$ cat src/hdl/phy_event_regs.svh
`ifndef PHY_EVENT_REGS_SVH
`define PHY_EVENT_REGS_SVH

// Register indices; byte address is four times the index
`define EVT_IDX_ENABLE     8'h10
`define EVT_IDX_STATUS     8'h11
`define EVT_IDX_LINK_LOSS  8'h12
`define EVT_IDX_BAD_START  8'h13

// Status and enable bit positions
`define EVT_BIT_PAGE       1
`define EVT_BIT_RFAULT     2
`define EVT_BIT_PD_FAIL    3
`define EVT_BIT_PD_FAULT   4
`define EVT_BIT_AN_DONE    5
`define EVT_BIT_JABBER     6
`define EVT_BIT_CAL_DONE   7
`define EVT_BIT_LB_FAULT   8
`define EVT_BIT_LOSS_ROLL  11

// Implemented bits of status and enable; bit 0 stays zero
`define EVT_IMPL_MASK      16'h09fe
`define EVT_RESET          16'h0000
`define LINK_LOSS_RESET    16'h0000
`define LINK_LOSS_ONE      16'h0001
`define LINK_LOSS_MSB      15

// Bus field values
`define AHB_HTRANS_SEQ_BIT 1
`define AHB_IDX_LSB        2
`define AHB_IDX_MSB        9
`define AHB_HI_LSB         10
`define AHB_RESP_OKAY      1'h0

// Jabber limit and clock period
`define JABBER_LIMIT_NS    105000000
`define CLK_PERIOD_NS      4

`endif

$ cat src/hdl/phy_event_pkg.sv
package phy_event_pkg;

   typedef logic [15:0] word16_t;
   typedef logic [31:0] word32_t;
   typedef logic [7:0]  reg_idx_t;

   // Gray codes along idle -> timing -> cut off
   typedef enum logic [1:0]
   {
      JAB_IDLE   = 2'h0,
      JAB_TIMING = 2'h1,
      JAB_CUTOFF = 2'h3
   } jab_state_t;

endpackage

$ cat src/hdl/phy_event_status_counters.sv
// Summary of operation
// - Buffer over/under-run flags fault, ends frame
// - Calibration finished sets reset-complete flag
// - Overlong 10 Mb/s transmit cut, jabber flagged
// - Jabber flag holds until status read
// - No jabber detection at 100 Mb/s
// - Negotiation finished sets negotiation-complete flag
// - Unstable legacy link signalling sets detection fault
// - Detection fault clears after management read
// - Unadvertised parallel-detected technology sets detection fail
// - Negotiating: partner remote-fault bit sets flag
// - Not negotiating: far-end fault sets flag
// - Checked received page sets flag, read clears
// - First page base, later pages next-page
// - Link-good loss increments 16-bit counter
// - Counter read-clears and wraps, never saturates
// - Whole status register clears on read
// - Status shows events behind interrupt request
// - Per-event enable gates onto interrupt
// - Counter MSB rising sets rollover flag
//
// The AHB-Lite slave port was left to the implementer.
`timescale 1ns/1ps
`include "phy_event_regs.svh"

module phy_event_status_counters #(
   parameter int unsigned JABBER_CYCLES = `JABBER_LIMIT_NS / `CLK_PERIOD_NS
)(
   input  wire logic                  hclk,
   input  wire logic                  hresetn,
   input  wire logic                  hsel,
   input  wire phy_event_pkg::word32_t haddr,
   input  wire logic [1:0]            htrans,
   input  wire logic                  hwrite,
   input  wire logic [2:0]            hsize,
   input  wire phy_event_pkg::word32_t hwdata,
   input  wire logic                  hready,
   output logic                       hreadyout,
   output phy_event_pkg::word32_t     hrdata,
   output logic                       hresp,
   input  wire logic                  speed_10,
   input  wire logic                  an_enable,
   input  wire logic                  tx_active,
   output logic                       tx_cutoff,
   input  wire logic                  elastic_fault,
   output logic                       frame_terminate,
   input  wire logic                  calib_done,
   input  wire logic                  an_complete,
   input  wire logic                  pd_fault,
   input  wire logic                  pd_fail,
   input  wire logic                  partner_remote_fault,
   input  wire logic                  far_end_fault,
   input  wire logic                  page_valid,
   input  wire logic                  page_check_ok,
   input  wire logic                  an_restart,
   output logic                       page_is_next,
   input  wire logic                  link_good,
   input  wire logic                  bmsr_read,
   input  wire phy_event_pkg::word16_t bad_start_count,
   output logic                       irq_n
);
   import phy_event_pkg::*;

   ////////////////////////////////////////////////////////////////////////////////
   // Helpers

   function automatic logic rise(input logic prev, input logic cur);
      rise = !prev && cur;
   endfunction

   function automatic logic reg_hit(input word32_t addr, input reg_idx_t idx);
      reg_hit = (addr[31:`AHB_HI_LSB] == '0) && (addr[`AHB_IDX_MSB:`AHB_IDX_LSB] == idx);
   endfunction

   ////////////////////////////////////////////////////////////////////////////////
   // Bus slave: zero wait states, always OKAY

   logic     ap_take;
   logic     ap_read;
   logic     rd_status;
   logic     rd_loss;
   logic     wr_pend_reg;
   logic     wr_pend_next;
   reg_idx_t wr_idx_reg;
   reg_idx_t wr_idx_next;
   logic     wr_enable;
   word32_t  hrdata_reg;
   word32_t  hrdata_next;
   logic     hit_enable;
   logic     hit_status;
   logic     hit_loss;
   logic     hit_bad_start;

   word16_t  status_reg;
   word16_t  status_next;
   word16_t  enable_reg;
   word16_t  enable_next;
   word16_t  loss_cnt_reg;
   word16_t  loss_cnt_next;

   // One decode per register, shared by the read mux and the side effects
   assign hit_enable    = reg_hit(haddr, `EVT_IDX_ENABLE);
   assign hit_status    = reg_hit(haddr, `EVT_IDX_STATUS);
   assign hit_loss      = reg_hit(haddr, `EVT_IDX_LINK_LOSS);
   assign hit_bad_start = reg_hit(haddr, `EVT_IDX_BAD_START);

   assign ap_take   = hsel && hready && htrans[`AHB_HTRANS_SEQ_BIT];
   assign ap_read   = ap_take && !hwrite;
   // Read side effects act at the address phase, with the data latched there
   assign rd_status = ap_read && hit_status;
   assign rd_loss   = ap_read && hit_loss;
   // Writes land at the data-phase end, once hwdata stands
   assign wr_enable = wr_pend_reg && (wr_idx_reg == `EVT_IDX_ENABLE);

   always_comb
   begin
      wr_pend_next = ap_take && hwrite;
      wr_idx_next  = haddr[`AHB_IDX_MSB:`AHB_IDX_LSB];
      // Writes outside the map are dropped
      if (haddr[31:`AHB_HI_LSB] != '0) wr_pend_next = 1'b0;
      hrdata_next  = '0;
      if (ap_read)
      begin
         if (hit_enable)
         begin
            // Forward a write still in its data phase
            if (wr_enable)
               hrdata_next = {16'h0, hwdata[15:0] & `EVT_IMPL_MASK};
            else
               hrdata_next = {16'h0, enable_reg};
         end
         else if (hit_status)
            hrdata_next = {16'h0, status_reg & `EVT_IMPL_MASK};
         else if (hit_loss)
            hrdata_next = {16'h0, loss_cnt_reg};
         else if (hit_bad_start)
            hrdata_next = {16'h0, bad_start_count};
         else
            hrdata_next = '0;
      end
   end

   always_ff @(posedge hclk or negedge hresetn)
   begin
      if (!hresetn)
      begin
         wr_pend_reg <= 1'b0;
         wr_idx_reg  <= '0;
         hrdata_reg  <= '0;
      end
      else
      begin
         wr_pend_reg <= wr_pend_next;
         wr_idx_reg  <= wr_idx_next;
         hrdata_reg  <= hrdata_next;
      end
   end

   assign hreadyout = 1'b1;
   assign hresp     = `AHB_RESP_OKAY;
   assign hrdata    = hrdata_reg;

   ////////////////////////////////////////////////////////////////////////////////
   // Jabber watch

   logic jabber_event;

   // Cut-off is a level, so the transmit path stays gated until the MAC stops
   jabber_timer #(
      .JABBER_CYCLES (JABBER_CYCLES)
   ) u_jabber (
      .hclk         (hclk),
      .hresetn      (hresetn),
      .speed_10     (speed_10),
      .tx_active    (tx_active),
      .jabber_event (jabber_event),
      .tx_cutoff    (tx_cutoff)
   );

   ////////////////////////////////////////////////////////////////////////////////
   // Edge history and page tracking

   logic calib_prev_reg;
   logic an_done_prev_reg;
   logic link_prev_reg;
   logic page_seen_reg;
   logic page_seen_next;
   logic page_is_next_reg;
   logic page_is_next_next;
   logic frame_term_reg;
   logic calib_prev_next;
   logic an_done_prev_next;
   logic link_prev_next;
   logic frame_term_next;
   logic page_ok;

   assign page_ok = page_valid && page_check_ok;

   always_comb
   begin
      calib_prev_next   = calib_done;
      an_done_prev_next = an_complete;
      link_prev_next    = link_good;
      // Registered so the frame-end strobe is glitch free
      frame_term_next   = elastic_fault;

      page_seen_next    = page_seen_reg;
      page_is_next_next = page_is_next_reg;
      // Restart wins, so a page in its own cycle is not tracked
      if (an_restart)
      begin
         page_seen_next    = 1'b0;
         page_is_next_next = 1'b0;
      end
      else if (page_ok)
      begin
         page_is_next_next = page_seen_reg;
         page_seen_next    = 1'b1;
      end
   end

   always_ff @(posedge hclk or negedge hresetn)
   begin
      if (!hresetn)
      begin
         calib_prev_reg   <= 1'b0;
         an_done_prev_reg <= 1'b0;
         link_prev_reg    <= 1'b0;
         page_seen_reg    <= 1'b0;
         page_is_next_reg <= 1'b0;
         frame_term_reg   <= 1'b0;
      end
      else
      begin
         calib_prev_reg   <= calib_prev_next;
         an_done_prev_reg <= an_done_prev_next;
         link_prev_reg    <= link_prev_next;
         page_seen_reg    <= page_seen_next;
         page_is_next_reg <= page_is_next_next;
         frame_term_reg   <= frame_term_next;
      end
   end

   assign page_is_next    = page_is_next_reg;
   assign frame_terminate = frame_term_reg;

   ////////////////////////////////////////////////////////////////////////////////
   // Link loss counter

   logic link_loss;

   assign link_loss = link_prev_reg && !link_good;

   always_comb
   begin
      // A loss in the read cycle is kept, not swallowed by the clear
      if (rd_loss)
         loss_cnt_next = link_loss ? `LINK_LOSS_ONE : `LINK_LOSS_RESET;
      else if (link_loss)
         loss_cnt_next = loss_cnt_reg + `LINK_LOSS_ONE;
      else
         loss_cnt_next = loss_cnt_reg;
   end

   always_ff @(posedge hclk or negedge hresetn)
   begin
      if (!hresetn)
         loss_cnt_reg <= `LINK_LOSS_RESET;
      else
         loss_cnt_reg <= loss_cnt_next;
   end

   ////////////////////////////////////////////////////////////////////////////////
   // Event status and enables

   word16_t set_vec;
   word16_t clr_vec;

   always_comb
   begin
      set_vec = '0;
      set_vec[`EVT_BIT_LB_FAULT]  = elastic_fault;
      set_vec[`EVT_BIT_CAL_DONE]  = rise(calib_prev_reg, calib_done);
      set_vec[`EVT_BIT_JABBER]    = jabber_event && speed_10;
      set_vec[`EVT_BIT_AN_DONE]   = rise(an_done_prev_reg, an_complete);
      set_vec[`EVT_BIT_PD_FAULT]  = pd_fault;
      set_vec[`EVT_BIT_PD_FAIL]   = pd_fail;
      set_vec[`EVT_BIT_RFAULT]    = (an_enable && partner_remote_fault)
                                  || (!an_enable && far_end_fault);
      set_vec[`EVT_BIT_PAGE]      = page_ok;
      set_vec[`EVT_BIT_LOSS_ROLL] = rise(loss_cnt_reg[`LINK_LOSS_MSB],
                                         loss_cnt_next[`LINK_LOSS_MSB]);
      set_vec = set_vec & `EVT_IMPL_MASK;

      clr_vec = '0;
      // A status read clears all; the basic status read only the jabber copy
      if (rd_status)
         clr_vec = '1;
      else if (bmsr_read)
         clr_vec[`EVT_BIT_JABBER] = 1'b1;

      // Set wins over a clear in the same cycle
      status_next = (status_reg & ~clr_vec) | set_vec;

      // Reserved and unused bits never stick
      enable_next = enable_reg;
      if (wr_enable)
         enable_next = hwdata[15:0] & `EVT_IMPL_MASK;
   end

   always_ff @(posedge hclk or negedge hresetn)
   begin
      if (!hresetn)
      begin
         status_reg <= `EVT_RESET;
         enable_reg <= `EVT_RESET;
      end
      else
      begin
         status_reg <= status_next;
         enable_reg <= enable_next;
      end
   end

   ////////////////////////////////////////////////////////////////////////////////
   // Interrupt request, active low, registered to keep the pin glitch free

   logic    irq_n_reg;
   logic    irq_n_next;
   word16_t pending;

   always_comb
   begin
      // Flagged and enabled events
      pending    = status_reg & enable_reg;
      irq_n_next = ~|pending;
   end

   always_ff @(posedge hclk or negedge hresetn)
   begin
      if (!hresetn)
         irq_n_reg <= 1'b1;
      else
         irq_n_reg <= irq_n_next;
   end

   assign irq_n = irq_n_reg;

endmodule // phy_event_status_counters

$ cat src/hdl/jabber_timer.sv
`timescale 1ns/1ps
`include "phy_event_regs.svh"

module jabber_timer #(
   parameter int unsigned JABBER_CYCLES = `JABBER_LIMIT_NS / `CLK_PERIOD_NS
)(
   input  wire logic hclk,
   input  wire logic hresetn,
   input  wire logic speed_10,
   input  wire logic tx_active,
   output logic      jabber_event,
   output logic      tx_cutoff
);
   import phy_event_pkg::*;

   jab_state_t  state_reg;
   jab_state_t  state_next;
   logic [31:0] count_reg;
   logic [31:0] count_next;
   logic        event_next;

   always_comb
   begin
      state_next = state_reg;
      count_next = count_reg;
      event_next = 1'b0;
      case (state_reg)
         JAB_IDLE:
         begin
            count_next = 32'h0;
            // No jabber watch at 100 Mb/s
            if (tx_active && speed_10) state_next = JAB_TIMING;
         end
         JAB_TIMING:
         begin
            if (!tx_active || !speed_10)
               state_next = JAB_IDLE;
            else if (count_next >= 32'(JABBER_CYCLES - 1))
            begin
               state_next = JAB_CUTOFF;
               event_next = 1'b1;
            end
            else
               count_next = count_reg + 32'h1;
         end
         JAB_CUTOFF:
         begin
            // Cut-off holds until the MAC ends the transmission
            if (!tx_active) state_next = JAB_IDLE;
         end
         default: state_next = JAB_IDLE;
      endcase
   end

   always_ff @(posedge hclk or negedge hresetn)
   begin
      if (!hresetn)
      begin
         state_reg    <= JAB_IDLE;
         count_reg    <= 32'h0;
         jabber_event <= 1'b0;
      end
      else
      begin
         state_reg    <= state_next;
         count_reg    <= count_next;
         jabber_event <= event_next;
      end
   end

   assign tx_cutoff = (state_reg == JAB_CUTOFF);

endmodule // jabber_timer

$ cat config.mk
export PLATFORM = sky130hd
export DESIGN_NAME = phy_event_status_counters
export DESIGN_NICKNAME = d
export VERILOG_FILES = /design/src/hdl/phy_event_pkg.sv /design/src/hdl/phy_event_status_counters.sv /design/src/hdl/jabber_timer.sv
export VERILOG_INCLUDE_DIRS = /design/src /design/src/hdl
export SDC_FILE = /design/constraint.sdc
export NUM_CORES = 1
export LEC_CHECK = 0
export ABC_AREA = 1
export BUFFER_PORTS_ARGS = -buffer_cell sky130_fd_sc_hd__buf_2
export CAP_MARGIN = 20
export CORE_MARGIN = 2
export CORE_UTILIZATION = 30
export DETAILED_ROUTE_END_ITERATION = 16
export GPL_TIMING_DRIVEN = 0
export HOLD_SLACK_MARGIN = 0.05
export PLACE_DENSITY = 0.6
export REMOVE_ABC_BUFFERS = 1
export SLEW_MARGIN = 20
export SYNTH_ARGS = -nofsm -noshare
export SYNTH_HDL_FRONTEND = slang
export SYNTH_SLANG_ARGS = --single-unit
export TNS_END_PERCENT = 30
$ cat constraint.sdc
create_clock -name hclk -period 2.3 [get_ports hclk]
set_input_delay 0.23 -clock hclk [delete_from_list [all_inputs] [get_ports hclk]]
set_output_delay 0.23 -clock hclk [all_outputs]
set_load 0.01 [all_outputs]
==> metrics.cfg <==
[synth]
synth-main-ff-cell = dfrtp_1
synth_top_area_share = 0.434
synth_seq_cells = 101
synth.avg_cell_area_um2 = 7.32
synth_area_leaders = dfrtp_1, nand2_1, nand3_1
synth_most_common_cell = nand2_1
synth_top_area_cell = dfrtp_1
syn_area_um2 = 5770
ys_async_sr_fraction = 1.00
ys_seq_area_frac = 0.438
postSynthCellCount = 789
synth-edff-count = 0
synth_cell_types = 44
synth_common_cells = nand2_1, nor2_1, inv_1
yosys_warnings = 0

[routing]
wl_um = 13400
postRouteAntennaNets = 0
detail_route.iter0.violations = 277
vias = 5048
vias_per_cell = 4.45
drtPass1Iterations = 4
wire_per_inst_um = 11.8
drcViolationCount = 0

[grt]
grt_max_degree = 62
grt.overflow.total = 0
grt_pass1_vias = 4733
track_usage = 0.138
antenna_found_initial = 0
grt_first_pass_wirelength_um = 22600

[clocking]
cts_root_buf = clkbuf_16
clock_path_buffers = 2
cts_buffers = 9
clk_pin_slew_worst_paths_ns = 0.07
clock_latency_ns = 0.35
cts_sinks = 101
cts_tree = built
h-tree-depth = 3

[min_path]
hold_path_class = primary input to flip-flop
hold_depth = 3
hold_start = far_end_fault
holdPathEnd = status_reg[2]

[placement]
gp_routability_congestion = 0.843
dp_hpwl_um = 9870
dp.cells = 1102
io_buffer_count = 95
place_area_um2 = 6390

[sta]
rsz0062_at_grt = false
timing.final.crit_share = 0.860
finalSetupViolCount = 0
skew_ns = 0.0103
tns_ns = 0
clock.fmax_ghz = 0.506
hold_violations = 0
slew_violations = 0
hold-worst-slack_ns = 0.0979
fin_crit_ns = 1.98

[power_and_ir_drop]
leakagePower_nw = 3.68
ir_drop_uv = 478
cellPowerDensity_nw_per_um2 = 598
power.total_w = 0.00411

[setup_path]
max_stage_delay_ns = 0.41
path_class = flip-flop to flip-flop
critPathMaxFanout = 26
path_common_cell = nand2_1
path_buf_inv = 0
r2r_end = u_jabber.count_reg[13]
startpoint_type = flip-flop
r2r_cells = 10
r2r_start = u_jabber.count_reg[0]
cp_top_family = simple AND/OR/NAND/NOR gates
critPathCaptureType = flip-flop
cp.arrival_ns = 2.27
cp_slowest_cell = dfrtp_1
cp.required_ns = 2.59
crit_chain = ha_1 > nand3_1 > nand3_1 > nand2_1 > nand2_1 > nand2_1 > nand3_4 > nand2_4 > nand2_1 > nand2_1
rrSetupSlack_ns = 0.32

[cells_and_area]
multi_input_area_um2 = 2650
instances_no_fill = 1134
fillers = 1965
finalNetCount = 1002
final_cell_area_um2 = 6870
syn_to_final_growth_pct = 18.9
diodes = 0
regArea_um2 = 2530
drive_above_1_share = 0.157
largest_reg_flops = 32

[floorplan]
fp.dieH_um = 143
core_um2 = 18800
io_pins = 143
row_count = 50
initial_core_util = 0.308
die_width_um = 143
die_area_um2 = 20400

[flow_run]
cap_violations = 0

[outcome]
run_status = finished clean

what timing repair did:
item                                   4_1_cts  5_1_grt
endpoints found under the hold margin       54        0
resized for setup                            0        0
buffers inserted                             0        0
hold buffers                                15        0
cell usage in the layout (no fill, tap or decap), types with 4 or more instances in the layout:
cell             n
a21oi_1         10
buf_2           94
clkbuf_16        9
conb_1          18
dfrtp_1        100
dlygate4sd3_1   15
inv_1          104
inv_2            4
nand2_1        221
nand3_1         89
nand4_1         20
nor2_1         116
nor2_4           4
nor3_1          14
nor3_2           4
o21ai_0          8
o21ai_1          4
xnor2_1          5
xor2_1          11
power breakdown:
part	total, W	switching (W)	internal (W)	leakage, nW
registers	0.00193	0.0000848	0.00185	1.31
clock network	0.00161	0.000718	0.000897	0.157
logic	0.000559	0.000381	0.000179	2.22
final cells by class:
class | instances | area share
Tap cell | 234 | 0.0426
Clock buffer | 10 | 0.0348
Inverter | 109 | 0.0596
Multi-Input combinational cell | 562 | 0.386
Sequential cell | 101 | 0.368
Timing Repair Buffer | 112 | 0.0971
Clock inverter | 6 | 0.0115
kinds of logic (layout without fill, tap and decap cells):
family	Yosys count	in the layout	share of synthesized area
AND/OR/NAND/NOR	492	492	0.385
buffers and inverters	142	237	0.113
flip-flops	101	101	0.438
AO/OA/AOI/OAI	33	33	0.0323
XOR/XNOR	16	16	0.0243
adder cells (fa/ha/maj)	2	2	0.00433
other	2	18	0.00130
multiplexers	1	1	0.00173
metal layers:
layer / GRT usage / part of all wire / vias up
li1: - / - / 2645
met1: 0.180 / 0.47 / 2245
met2: 0.225 / 0.45 / 145
met3: 0.0366 / 0.060 / 13
met4: 0.0370 / 0.013 / 0
met5: 0 / 0 / -
through the flow:
stage | worst slack, ns | utilization
2_1_floorplan | 0.735 | -
3_3_place_gp | -0.174 | 0.339
3_5_place_dp | 0.298 | 0.340
4_1_cts | 0.318 | 0.365
5_1_grt | 0.0621 | 0.366
6_report | 0.322 | 0.366
worst max path at each step:
stage,depth (start not counted),endpoint,slack [ns],from
2_1_floorplan,10,u_jabber.count_reg[13],0.73,u_jabber.count_reg[0]
3_3_place_gp,1,u_jabber.count_reg[2],-0.17,hresetn
3_5_place_dp,9,hrdata[14],0.30,haddr[29]
4_1_cts,10,u_jabber.count_reg[13],0.32,u_jabber.count_reg[0]
5_1_grt,10,u_jabber.count_reg[7],0.06,u_jabber.count_reg[0]
6_report,10,u_jabber.count_reg[13],0.32,u_jabber.count_reg[0]
worst reg2reg max path: stages, from the launching register on:
cell and delay, ns:
dfrtp_1 0.41, ha_1 0.23, nand3_1 0.11, nand3_1 0.11
nand2_1 0.09, nand2_1 0.07, nand2_1 0.14, nand3_4 0.30
nand2_4 0.31, nand2_1 0.09, nand2_1 0.06
No activity file was read; power rests on OpenSTA's default activity.
